$ cat config.mk
export PLATFORM = sky130hd
export DESIGN_NAME = sweep_sequencer
export DESIGN_NICKNAME = d
export VERILOG_FILES = /design/src/sweep_pkg.sv /design/src/sweep_fifo.sv /design/src/sweep_sequencer.sv
export SDC_FILE = /design/constraint.sdc
export NUM_CORES = 1
export LEC_CHECK = 0
export BUFFER_PORTS_ARGS = -buffer_cell sky130_fd_sc_hd__buf_2
export CAP_MARGIN = 20
export CORE_ASPECT_RATIO = 0.9
export CORE_MARGIN = 1.5
export CORE_UTILIZATION = 30
export CTS_CLUSTER_DIAMETER = 200
export DETAILED_ROUTE_END_ITERATION = 16
export HOLD_SLACK_MARGIN = 0.02
export SYNTH_ARGS = -nofsm -noshare
export SYNTH_HDL_FRONTEND = slang
export SYNTH_HIERARCHICAL = 1
export SYNTH_SLANG_ARGS = --single-unit
$ cat constraint.sdc
create_clock -name mclk -period 5.5 [get_ports mclk]
set_input_delay 0.55 -clock mclk [delete_from_list [all_inputs] [get_ports mclk]]
set_output_delay 0.55 -clock mclk [all_outputs]
set_load 0.02 [all_outputs]
$ cat src/sweep_pkg.sv
/*
 sweep_pkg: step codes, widths and depths, reset values and timing counts
 for the station sweep sequencer. assumes a 10 MHz mclk.
*/
package sweep_pkg;
	localparam int unsigned CLK_HZ          = 10_000_000;
	localparam int unsigned SYNC_TIMEOUT_S  = 5;
	localparam int unsigned SYNC_TIMEOUT_CYC = SYNC_TIMEOUT_S * CLK_HZ;
	localparam int unsigned SWEEP_IDX_W     = 4;
	localparam int unsigned GROUP_CNT       = 16;
	localparam int unsigned FIFO_DEPTH      = 16;
	localparam logic [3:0]  SWEEP_IDX_RST   = 4'h0;

	// backplane transfer kinds issued on the request port
	localparam logic [3:0] XF_READ_CONV    = 4'h1;
	localparam logic [3:0] XF_READ_PARAM   = 4'h2;
	localparam logic [3:0] XF_READ_GROUP   = 4'h3;
	localparam logic [3:0] XF_SYNC_GRP_OUT = 4'h4;
	localparam logic [3:0] XF_SYNC_PAR_OUT = 4'h5;
	localparam logic [3:0] XF_BUF_LOAD     = 4'h6;
	localparam logic [3:0] XF_BUF_TAKE     = 4'h7;
	localparam logic [3:0] XF_SYNC_PAR_IN  = 4'h8;
	localparam logic [3:0] XF_SYNC_GRP_IN  = 4'h9;
	localparam logic [3:0] XF_WRITE_CONV   = 4'hA;
	localparam logic [3:0] XF_WRITE_PARAM  = 4'hB;
	localparam logic [3:0] XF_WRITE_GROUP  = 4'hC;
	localparam logic [3:0] XF_BACKGROUND   = 4'hD;

	typedef enum logic [13:0] {
		ST_READ_CONV    = 14'h0001,
		ST_READ_PARAM   = 14'h0002,
		ST_READ_GROUP   = 14'h0004,
		ST_SYNC_GRP_OUT = 14'h0008,
		ST_SYNC_PAR_OUT = 14'h0010,
		ST_BUF_LOAD     = 14'h0020,
		ST_BUF_TAKE     = 14'h0040,
		ST_SYNC_PAR_IN  = 14'h0080,
		ST_SYNC_GRP_IN  = 14'h0100,
		ST_WRITE_CONV   = 14'h0200,
		ST_WRITE_PARAM  = 14'h0400,
		ST_WRITE_GROUP  = 14'h0800,
		ST_BACKGROUND   = 14'h1000,
		ST_WAIT         = 14'h2000
	} step_type;
endpackage

$ cat src/sweep_fifo.sv
/*
 sweep_fifo: synchronous valid/ready fifo, parameterised width and depth.
 assumes one clock, synchronous active-high reset.
*/
`timescale 1ns/1ps
module sweep_fifo #(
	parameter int unsigned WIDTH = 16,
	parameter int unsigned DEPTH = 16
) (
	input  wire logic             mclk,
	input  wire logic             reset,
	input  wire logic [WIDTH-1:0] in_data,
	input  wire logic             in_valid,
	output logic                  in_ready,
	output logic      [WIDTH-1:0] out_data,
	output logic                  out_valid,
	input  wire logic             out_ready
);
	localparam int unsigned AW = $clog2(DEPTH);
	initial begin
		if (DEPTH < 2 || (1 << AW) != DEPTH)
			$error("fifo depth must be a power of two, at least 2");
	end
	logic [WIDTH-1:0] mem_ff [DEPTH];
	logic [AW:0]      wptr_ff;
	logic [AW:0]      rptr_ff;
	logic             push;
	logic             pop;

	assign push      = in_valid && in_ready;
	assign pop       = out_valid && out_ready;
	assign in_ready  = (wptr_ff - rptr_ff) != (AW+1)'(DEPTH);
	assign out_valid = wptr_ff != rptr_ff;
	assign out_data  = mem_ff[rptr_ff[AW-1:0]];

	always_ff @(posedge mclk) begin
		if (push)
			mem_ff[wptr_ff[AW-1:0]] <= in_data;
	end
	always_ff @(posedge mclk) begin
		if (reset)
			wptr_ff <= '0;
		else if (push)
			wptr_ff <= wptr_ff + 1'b1;
	end
	always_ff @(posedge mclk) begin
		if (reset)
			rptr_ff <= '0;
		else if (pop)
			rptr_ff <= rptr_ff + 1'b1;
	end
endmodule

$ cat src/sweep_sequencer.sv
/*
 sweep_sequencer: repeating station sweep. each step attempt issues one request
 on the backplane request port, waits for done and merges returned data
 with forces and fault defaults. input words headed for the host pass the
 16-word fifo into the communications buffer port.
 assumes the backplane engine answers every request with one done pulse
 (plus ok/busy), data words arriving with the done of read steps.
*/
`timescale 1ns/1ps
// Summary of operation
// - sweep repeats forever, restarting after background
// - step one reads conventional inputs, merges forces
// - failed input read raises host fault report
// - hold-last-state module keeps last valid data
// - default module zeroes unforced, forced bits kept
// - analog inputs scaled, calibrated, alarm and range checked
// - step two reads intelligent parameters, same handling
// - step three reads scheduled groups to unit
// - sync module gets scheduled group data
// - sync module gets reference parameters from tables
// - network inputs copied into communications buffer
// - new host outputs merged with forces, stored
// - no bus outputs: defaults or hold, then forces
// - sync parameters retried while busy, five second timeout
// - sync group read, fault, zero or hold, forces
// - outputs sent, missing echo faults, defaults driven
// - analog outputs unscaled and range checked first
// - parameters to intelligent modules, contact failure faults
// - scheduled group moves to modules, failures fault
// - background tasks after all transfers
// - sync steps skipped without sync module
// - groups move every sweep or selected sweeps
module sweep_sequencer
	import sweep_pkg::*;
#(
	parameter int unsigned DATA_W      = 16,
	parameter int unsigned TIMEOUT_CYC = SYNC_TIMEOUT_CYC
) (
	input  wire logic                  mclk,
	input  wire logic                  reset,
	input  wire logic                  sync_present,
	input  wire logic                  hold_last_cfg,
	input  wire logic                  bus_outputs_live,
	input  wire logic [GROUP_CNT-1:0]  group_every_sweep,
	input  wire logic [GROUP_CNT*16-1:0] group_sweep_mask,
	input  wire logic [DATA_W-1:0]     force_mask,
	input  wire logic [DATA_W-1:0]     force_value,
	input  wire logic [DATA_W-1:0]     default_value,
	output logic                       xfer_req,
	output logic [3:0]                 xfer_kind,
	output logic [GROUP_CNT-1:0]       xfer_groups,
	output logic [DATA_W-1:0]          xfer_wdata,
	input  wire logic                  xfer_done,
	input  wire logic                  xfer_ok,
	input  wire logic                  xfer_busy,
	input  wire logic [DATA_W-1:0]     xfer_rdata,
	output logic [DATA_W-1:0]          table_word,
	output logic                       table_we,
	output logic                       fault_report,
	output logic                       cond_en,
	output logic                       out_unscale_en,
	output logic [DATA_W-1:0]          host_in_data,
	output logic                       host_in_valid,
	input  wire logic                  host_in_ready,
	input  wire logic [DATA_W-1:0]     host_out_data,
	output logic [3:0]                 sweep_index
);
	initial begin
		if (TIMEOUT_CYC < 1 || DATA_W < 1)
			$error("timeout and data width must be at least one");
	end

	step_type                  step_ff;
	step_type                  nxt_step;
	logic                      wait_ff;
	logic [SWEEP_IDX_W-1:0]    idx_ff;
	logic [31:0]               retry_ff;
	logic [DATA_W-1:0]         last_ff;
	logic                      req_ff;
	logic [3:0]                kind_ff;
	logic [GROUP_CNT-1:0]      grp_ff;
	logic [DATA_W-1:0]         wdata_ff;
	logic [DATA_W-1:0]         word_ff;
	logic                      we_ff;
	logic                      fault_ff;
	logic                      cond_ff;
	logic                      unscale_ff;
	logic [DATA_W-1:0]         hout_ff;
	logic                      hval_ff;
	logic [DATA_W-1:0]         fifo_wdata;
	logic                      fifo_wvalid;
	logic                      fifo_wready;
	logic [DATA_W-1:0]         fifo_rdata;
	logic                      fifo_rvalid;
	logic                      fifo_rready;
	logic [GROUP_CNT-1:0]      due;
	logic                      read_fail;
	logic                      timed_out;

	// unforced bits take src, forced bits keep their forced state
	function automatic logic [DATA_W-1:0] merge_force(
		input logic [DATA_W-1:0] src);
		merge_force = (src & ~force_mask) | (force_value & force_mask);
	endfunction

	// failed read: hold last valid word or zero, then reapply forces
	function automatic logic [DATA_W-1:0] fail_value(
		input logic [DATA_W-1:0] last);
		fail_value = merge_force(hold_last_cfg ? last : '0);
	endfunction

	// group due this sweep: every sweep, or its mask bit for the index
	always_comb begin
		for (int g = 0; g < GROUP_CNT; g++)
			due[g] = group_every_sweep[g] ||
				group_sweep_mask[g*16 + int'(idx_ff)];
	end

	assign read_fail = xfer_done && !xfer_ok && !xfer_busy;
	assign timed_out = retry_ff >= TIMEOUT_CYC - 1;

	// step order; sync steps fall through when absent
	function automatic step_type after(input step_type s);
		case (s)
			ST_READ_CONV:    after = ST_READ_PARAM;
			ST_READ_PARAM:   after = ST_READ_GROUP;
			ST_READ_GROUP:   after = sync_present ? ST_SYNC_GRP_OUT
			                                      : ST_BUF_LOAD;
			ST_SYNC_GRP_OUT: after = ST_SYNC_PAR_OUT;
			ST_SYNC_PAR_OUT: after = ST_BUF_LOAD;
			ST_BUF_LOAD:     after = ST_BUF_TAKE;
			ST_BUF_TAKE:     after = sync_present ? ST_SYNC_PAR_IN
			                                      : ST_WRITE_CONV;
			ST_SYNC_PAR_IN:  after = ST_SYNC_GRP_IN;
			ST_SYNC_GRP_IN:  after = ST_WRITE_CONV;
			ST_WRITE_CONV:   after = ST_WRITE_PARAM;
			ST_WRITE_PARAM:  after = ST_WRITE_GROUP;
			ST_WRITE_GROUP:  after = ST_BACKGROUND;
			ST_BACKGROUND:   after = ST_READ_CONV;
			default:         after = ST_READ_CONV;
		endcase
	endfunction

	function automatic logic [3:0] kind_of(input step_type s);
		case (s)
			ST_READ_CONV:    kind_of = XF_READ_CONV;
			ST_READ_PARAM:   kind_of = XF_READ_PARAM;
			ST_READ_GROUP:   kind_of = XF_READ_GROUP;
			ST_SYNC_GRP_OUT: kind_of = XF_SYNC_GRP_OUT;
			ST_SYNC_PAR_OUT: kind_of = XF_SYNC_PAR_OUT;
			ST_BUF_LOAD:     kind_of = XF_BUF_LOAD;
			ST_BUF_TAKE:     kind_of = XF_BUF_TAKE;
			ST_SYNC_PAR_IN:  kind_of = XF_SYNC_PAR_IN;
			ST_SYNC_GRP_IN:  kind_of = XF_SYNC_GRP_IN;
			ST_WRITE_CONV:   kind_of = XF_WRITE_CONV;
			ST_WRITE_PARAM:  kind_of = XF_WRITE_PARAM;
			ST_WRITE_GROUP:  kind_of = XF_WRITE_GROUP;
			default:         kind_of = XF_BACKGROUND;
		endcase
	endfunction

	// a step finishes on done, except a busy sync parameter read, which
	// is retried until the timeout lets it go
	always_comb begin
		nxt_step = step_ff;
		if (wait_ff && xfer_done) begin
			if (step_ff == ST_SYNC_PAR_IN && xfer_busy && !timed_out)
				nxt_step = step_ff;
			else
				nxt_step = after(step_ff);
		end
	end

	always_ff @(posedge mclk) begin
		if (reset)
			step_ff <= ST_READ_CONV;
		else
			step_ff <= nxt_step;
	end

	always_ff @(posedge mclk) begin
		if (reset)
			wait_ff <= 1'b0;
		else if (!wait_ff)
			wait_ff <= 1'b1;
		else if (xfer_done)
			wait_ff <= 1'b0;
	end

	// request issue, one pulse per attempt
	always_ff @(posedge mclk) begin
		if (reset) begin
			req_ff  <= 1'b0;
			kind_ff <= XF_BACKGROUND;
			grp_ff  <= '0;
		end else begin
			req_ff  <= !wait_ff;
			kind_ff <= kind_of(step_ff);
			grp_ff  <= (step_ff == ST_READ_GROUP ||
			            step_ff == ST_SYNC_GRP_OUT ||
			            step_ff == ST_WRITE_GROUP) ? due : '1;
		end
	end

	// outputs to modules carry forces; stale host data is replaced by the held or default word
	always_ff @(posedge mclk) begin
		if (reset)
			wdata_ff <= '0;
		else if (!bus_outputs_live)
			wdata_ff <= merge_force(hold_last_cfg ? last_ff
			                        : default_value);
		else
			wdata_ff <= merge_force(host_out_data);
	end

	always_ff @(posedge mclk) begin
		if (reset)
			retry_ff <= '0;
		else if (step_ff != ST_SYNC_PAR_IN)
			retry_ff <= '0;
		else if (!timed_out)
			retry_ff <= retry_ff + 1;
	end

	// table write-back of read-step and taken words; busy sync parameter reads before the timeout write nothing
	always_ff @(posedge mclk) begin
		if (reset) begin
			word_ff <= '0;
			we_ff   <= 1'b0;
		end else begin
			we_ff <= 1'b0;
			if (wait_ff && xfer_done) begin
				case (step_ff)
					ST_READ_CONV, ST_READ_PARAM, ST_READ_GROUP,
					ST_SYNC_PAR_IN, ST_SYNC_GRP_IN: begin
						we_ff <= !(xfer_busy && !timed_out);
						if (xfer_ok)
							word_ff <= merge_force(xfer_rdata);
						else
							word_ff <= fail_value(last_ff);
					end
					ST_BUF_TAKE: begin
						we_ff <= 1'b1;
						word_ff <= bus_outputs_live
							? merge_force(host_out_data)
							: merge_force(hold_last_cfg ? last_ff
							              : default_value);
					end
					default: we_ff <= 1'b0;
				endcase
			end
		end
	end

	always_ff @(posedge mclk) begin
		if (reset)
			last_ff <= '0;
		else if (wait_ff && xfer_done && xfer_ok)
			last_ff <= xfer_rdata;
	end

	// fault pulse for any failed read, write, echo or contact
	always_ff @(posedge mclk) begin
		if (reset)
			fault_ff <= 1'b0;
		else
			fault_ff <= wait_ff && (read_fail || (xfer_done && xfer_busy
				&& timed_out));
	end

	// conditioning strobes for the analog path
	always_ff @(posedge mclk) begin
		if (reset) begin
			cond_ff    <= 1'b0;
			unscale_ff <= 1'b0;
		end else begin
			cond_ff    <= step_ff == ST_READ_CONV;
			unscale_ff <= step_ff == ST_WRITE_CONV;
		end
	end

	// input words toward the host pass through the fifo; the load step
	// does not wait for space; a done into a full fifo drops its word
	assign fifo_wdata  = merge_force(xfer_rdata);
	assign fifo_wvalid = wait_ff && step_ff == ST_BUF_LOAD && xfer_done
		&& xfer_ok;
	assign fifo_rready = !hval_ff || host_in_ready;

	sweep_fifo #(
		.WIDTH (DATA_W),
		.DEPTH (FIFO_DEPTH)
	) u_fifo (
		.mclk      (mclk),
		.reset     (reset),
		.in_data   (fifo_wdata),
		.in_valid  (fifo_wvalid),
		.in_ready  (fifo_wready),
		.out_data  (fifo_rdata),
		.out_valid (fifo_rvalid),
		.out_ready (fifo_rready)
	);

	always_ff @(posedge mclk) begin
		if (reset) begin
			hval_ff <= 1'b0;
			hout_ff <= '0;
		end else if (fifo_rready) begin
			hval_ff <= fifo_rvalid;
			hout_ff <= fifo_rdata;
		end
	end

	always_ff @(posedge mclk) begin
		if (reset)
			idx_ff <= SWEEP_IDX_RST;
		else if (wait_ff && xfer_done && step_ff == ST_BACKGROUND)
			idx_ff <= idx_ff + 1'b1;
	end

	assign xfer_req       = req_ff;
	assign xfer_kind      = kind_ff;
	assign xfer_groups    = grp_ff;
	assign xfer_wdata     = wdata_ff;
	assign table_word     = word_ff;
	assign table_we       = we_ff;
	assign fault_report   = fault_ff;
	assign cond_en        = cond_ff;
	assign out_unscale_en = unscale_ff;
	assign host_in_data   = hout_ff;
	assign host_in_valid  = hval_ff;
	assign sweep_index    = idx_ff;
endmodule

After elaboration in Yosys (flattened, before gate mapping)

Memories as Yosys holds them, arrays and structs flattened. A register that Yosys moved wholly into a read port is not among the register bits.
Cells that the tools add are included.

Word-level logic and storage cells: 193
Bits of input ports: 361
Memory bits (writable): 256
Memories: 1
Register bits: 135

Bitwise gates (word level): 12
Reductions and logical operators: 48
$lt $le $gt $ge: 17
Add/subtract/negate cells: 20
Equality and inequality tests: 16
Muxes and demuxes: 62

Memories:

| name          | words | width | read ports | clocked after memory_dff | wr ports | RTL line         | source |
|---|---|---|---|---|---|---|---|
| u_fifo.mem_ff | 16    | 16    | 1          | 1                        | 1        | sweep_fifo.sv:24 | `logic [WIDTH-1:0] mem_ff [DEPTH];` |

Operator list:

| operator              | count |
|---|---|
| $pmux 13 s12          | 1 |
| $bmux 1 s8            | 15 |
| $and 16x16->16        | 5 |
| $mux 16               | 5 |
| $add 8x4->9 const A   | 8 |
| $lt 9x9->1 const B    | 8 |
| $or 16x16->16         | 4 |
| $pmux 4 s12           | 1 |
| $lt 8x9->1 const B    | 4 |
| $mux 1                | 35 |
| $add 32x1->32 const B | 1 |
| $add 7x4->8 const A   | 4 |
| $ge 32x26->1 const B  | 1 |
| $pmux 16 s2           | 1 |
| $logic_or 1x1->1      | 20 |
| $lt 7x9->1 const B    | 2 |
| $logic_and 1x1->1     | 16 |
| $not 16->16           | 1 |
| $add 6x4->7 const A   | 2 |
| $eq 14x1->1 const B   | 1 |
| $eq 14x10->1 const B  | 1 |
| $eq 14x11->1 const B  | 1 |
| $eq 14x12->1 const B  | 1 |
| $eq 14x13->1 const B  | 1 |
| other kinds (27)      | 36 |

Logic depth before layout (Yosys ltp)

Word-level depth: 7
Depth in mapped cells: 10
Depth with buffers taken out: 9

Cells and area by module

Netlist, hierarchy kept.

Modules (own cells, without submodules):

| module          | times used | cells an instance | area an instance (um2) |
|---|---|---|---|
| sweep_fifo      | 1          | 458               | 10448.8 |
| sweep_sequencer | 1          | 953               | 8675.8 |

Worst setup path before layout

OpenSTA, ideal clock, no wires.

Path kind: register to register
Start point: reg step_ff[11]
End point: mem u_fifo.mem_ff[3][0], enable pin
Stages on the path, launching flop included: 7
Arrival: 3.442 ns
Buffers on the path: 0
Clock period less this slack: 3.872 ns
Setup time: 0.430 ns
Setup slack: 1.628 ns
Data required time: 5.070 ns
Path through: dfxtp_1 nor3_1 nand3_1 nor4_1 and2_1 nand2_1 nor4_1

Cells in the longest elaborated chain, start to end: 7

Ends and longest elaborated chain:

| item                            | RTL line               | source |
|---|---|---|
| start, declared                 | sweep_sequencer.sv:73  | `step_type step_ff;` |
| start signal, assigned          | sweep_sequencer.sv:178 | `step_ff <= nxt_step;` |
| $eq 14x6->1                     | sweep_sequencer.sv:285 | `assign fifo_wvalid = wait_ff && step_ff == ST_BUF_LOAD && xfer_done` |
| $logic_and 1x1->1 (2 in series) | sweep_sequencer.sv:285 |  |
| $logic_and 1x1->1               | sweep_sequencer.sv:286 | `&& xfer_ok;` |
| net fifo_wvalid                 | sweep_sequencer.sv:91  | `logic fifo_wvalid;` |
| $logic_and 1x1->1               | sweep_fifo.sv:30       | `assign push = in_valid && in_ready;` |
| $mux 1                          | sweep_fifo.sv:37       | `if (push)` |
| $mux 1 (implied by the code)    | sweep_fifo.sv:38       | `mem_ff[wptr_ff[AW-1:0]] <= in_data;` |
| end, declared                   | sweep_fifo.sv:24       |  |

The timed path passes the listed nets, and every way through them passes these cells.

Worst setup path in the final report

Start point: reg step_ff[3]
End point: mem u_fifo.mem_ff[7][13], enable pin

Same word-level chain as after synthesis.

==> impl_metrics.json <==
{
  "cts_tree": "done",
  "htreeDepth": 2,
  "cts.sinks": 410,
  "synth_area_leaders": "edfxtp_1, mux4_2, dfxtp_1",
  "synth_edf_count": 256,
  "p_per_area_mw_per_mm2": 312.5,
  "drtIter0Drc": 1049,
  "syn_nets": 1783,
  "routed_wl_um": 62650,
  "period_needed_ns": 4.322,
  "yosysUniqueCellTypes": 63,
  "fmax_mhz": 231.4,
  "clock_latency_ns": 0.58,
  "ys.flop_type": "edfxtp_1",
  "irDropWorstVdd_mv": 0.2304,
  "ys_async_sr_fraction_pct": 0,
  "synth_warnings": 6,
  "syn_area_mm2": 0.01912,
  "worst-path-max-fanout": 16,
  "wl_met1_um": 24410,
  "wl_met2_um": 31260,
  "route.met3.wl_um": 4571,
  "setup_viol": 0,
  "hold_buffers": 0,
  "antenna_found_initial": 14,
  "synth_cells": 1411,
  "cts_setup_buffers": 0,
  "std_cell_rows": 87,
  "fin_tns_setup_ns": 0,
  "postRouteAntennaNets": 0,
  "via_count": 14120,
  "grt_pass1_vias": 14330,
  "grt_pass1_wl_um": 91870,
  "r2r.worst_path.cells": 7,
  "finalHoldViolations": 0,
  "drc": 0,
  "critPathKind": "flip-flop to flip-flop",
  "critPathMostFrequentCell": "nor4_1",
  "clk_path_buf_depth": 3,
  "arrival_ns": 4.51,
  "layout.nets": 2203,
  "status": "finished clean",
  "first_pass_iters": 5,
  "slew_headroom_pct": 30.48,
  "drv_slew": 0,
  "dp_hpwl_um": 47250,
  "dr.max_layer_used": "met5",
  "max-cap-violations": 0,
  "crit_chain": "nor4_1 > nand3_1 > nor4_1 > and2_1 > inv_1 > nor2_1 > and3_1",
  "grt_overflow": 0,
  "period_share_pct": 78.59,
  "clk_pin_slew_ns": 0.06,
  "cts_buffers": 46,
  "hold_path_class": "input pin to flip-flop",
  "synth_top_cell_area_share_pct": 40.20,
  "skew_ns": 0.02836,
  "start_util_pct": 30.45,
  "post_cts_resized": 0,
  "register_area_mm2": 0.01078,
  "root_buffer": "clkbuf_16",
  "die_w_um": 269.1,
  "cp-start-kind": "flip-flop",
  "syn-mean-instance-area_um2": 13.55,
  "hold_depth": 3,
  "grt_max_degree": 67,
  "die_area_mm2": 0.06527,
  "viasPerCell": 5.207,
  "drive_gt1_share_pct": 39.31,
  "rsz0062_at_grt": "false",
  "die_h_um": 242.5,
  "critPathMaxStageDelay_ns": 0.87,
  "wire_per_inst_um": 23.11,
  "synth.largest_area_cell": "edfxtp_1",
  "static-leakage-power_nw": 8.559,
  "place_congestion": 0.9321,
  "ys_ff_latch": 410,
  "nFillCells": 6038,
  "area_delta_synth_final_pct": 24.31,
  "port_buffers": 438,
  "core_area_mm2": 0.06281,
  "multiInputGateArea_mm2": 0.007730,
  "yosysSeqAreaShare_pct": 56.32,
  "pin_count": 439,
  "worst_pin_slew_ns": 1.032,
  "worst_path_max_delay_cell": "and3_1",
  "track_usage_pct": 18.79,
  "cp-end-kind": "flip-flop",
  "holdWs_ns": 0.2058,
  "required_ns": 5.69
}
[final cells by class]
cell class                 instances  share of cell area (%)
inverter                          61                  0.9631
antenna                            4                 0.04210
tap                              845                   4.447
sequential                       410                   45.36
clock buffer                      57                   5.100
clock inverter                    22                   1.210
timing repair buffer             474                   10.37
multi-input combinational        838                   32.51
[power breakdown]
| group | switching [mW] | internal (mW) | total (mW) |
|---|---|---|---|
| Combinational | 0.479 | 0.446 | 0.925 |
| Sequential | 0.0969 | 3.34 | 3.43 |
| Clock | 1.23 | 1.85 | 3.07 |
| Total | 1.80 | 5.63 | 7.43 |
[per-stage QoR]
stage	util, %	std cells	power [mW]	worst slack [ns]	cell area (um^2)
floorplan	-	1411	4.018	1.628	19120
global placement	35.45	2628	4.415	1.334	22260
detailed placement	35.45	2628	4.432	1.318	22260
CTS	37.84	2707	7.525	1.273	23760
global route	37.85	2710	7.706	0.8184	23770
finish	37.85	2711	7.430	1.178	23770
[synth_stat cells, types with 4 or more instances]
cell type    n
a21o_1       4
mux2i_1      9
mux4_2     160
and4_1       6
and2_1      11
nor2b_1      9
dfxtp_1    154
a2111oi_0   16
nor3_1      40
inv_1       60
edfxtp_1   256
nand3_1     28
or3_1       18
mux2_2      20
buf_2       10
nand4_1     15
or4_1       16
o21a_1       4
and3b_1     14
nand2b_1    28
a211oi_1    18
a21oi_1     90
xnor2_1     10
ha_1        11
nand2_1    111
buf_1       13
o21ai_0     51
clkbuf_1    76
o211ai_1    18
a31oi_1      4
nor2_1      44
and3_1      20
nor4_1      13
o31ai_1     11
xor2_1       5
nor4b_1      5
[kinds of logic (layout without fill, tap and decap cells)]
kind of cell,count (synthesis),in the layout,synth area share [%]
other,0,4,0
AOI/OAI and AO/OA,237,237,7.694
xor gates and xnor gates,15,15,0.6869
buffers and inverters,163,614,3.350
DFF,410,410,56.32
and+or+nand+nor,386,386,10.74
muxes,189,189,20.49
adders and majority gates,11,11,0.7196
[path summary, 6_finish.rpt]
kind / end / slack (ns) / start
hold reg to reg: host_in_data[3] / 0.45 / host_in_data[3]
setup / recovery: u_fifo/mem_ff[7][13] / 1.18 / step_ff[3]
hold / removal: xfer_groups[5] / 0.21 / group_every_sweep[5]
setup reg to reg: u_fifo/mem_ff[7][13] / 1.18 / step_ff[3]
[registers in the layout, summed over array words and instances (netlist names), named ones only]
| name | flops |
|---|---|
| cond_en | 1 |
| fault_report | 1 |
| host_in_data | 16 |
| host_in_valid | 1 |
| last_ff | 16 |
| out_unscale_en | 1 |
| retry_ff | 32 |
| step_ff | 13 |
| sweep_index | 4 |
| table_we | 1 |
| table_word | 16 |
| u_fifo/mem_ff | 256 |
| u_fifo/rptr_ff | 5 |
| u_fifo/wptr_ff | 5 |
| wait_ff | 1 |
| xfer_groups | 16 |
| xfer_kind | 4 |
| xfer_req | 1 |
| xfer_wdata | 16 |
[routing by layer]
metal  global-route usage [%]  up-vias
li1                         -     6359
met1                    23.37     7045
met5                        0        -
met2                    31.75      606
met3                    4.094       93
met4                    7.394       12
[layout by cell type (no fill, tap or decap), drive strengths merged, types with 6 or more instances in the layout]
cell	n
or4	16
and3	20
dfxtp	154
o211ai	18
nor4	13
and4	6
o21ai	51
nor3	40
clkbuf	57
ha	11
a211oi	18
o31ai	11
clkinv	11
a2111oi	16
and3b	14
or3	18
nand2b	28
inv	63
nand2	111
nor2	44
nand4	15
and2	11
nor2b	10
edfxtp	256
bufinv	6
a21oi	90
buf	474
mux4	160
nand3	28
xnor2	10
mux2	20
mux2i	9
[critical path, delay by kind of cell, from the launching register on]
kind	cells	cell delay [ns]
buf+inv	1	0.13
flops	1	0.42
simple gates	6	3.36
Note: power is estimated with default switching activity, not from simulation.
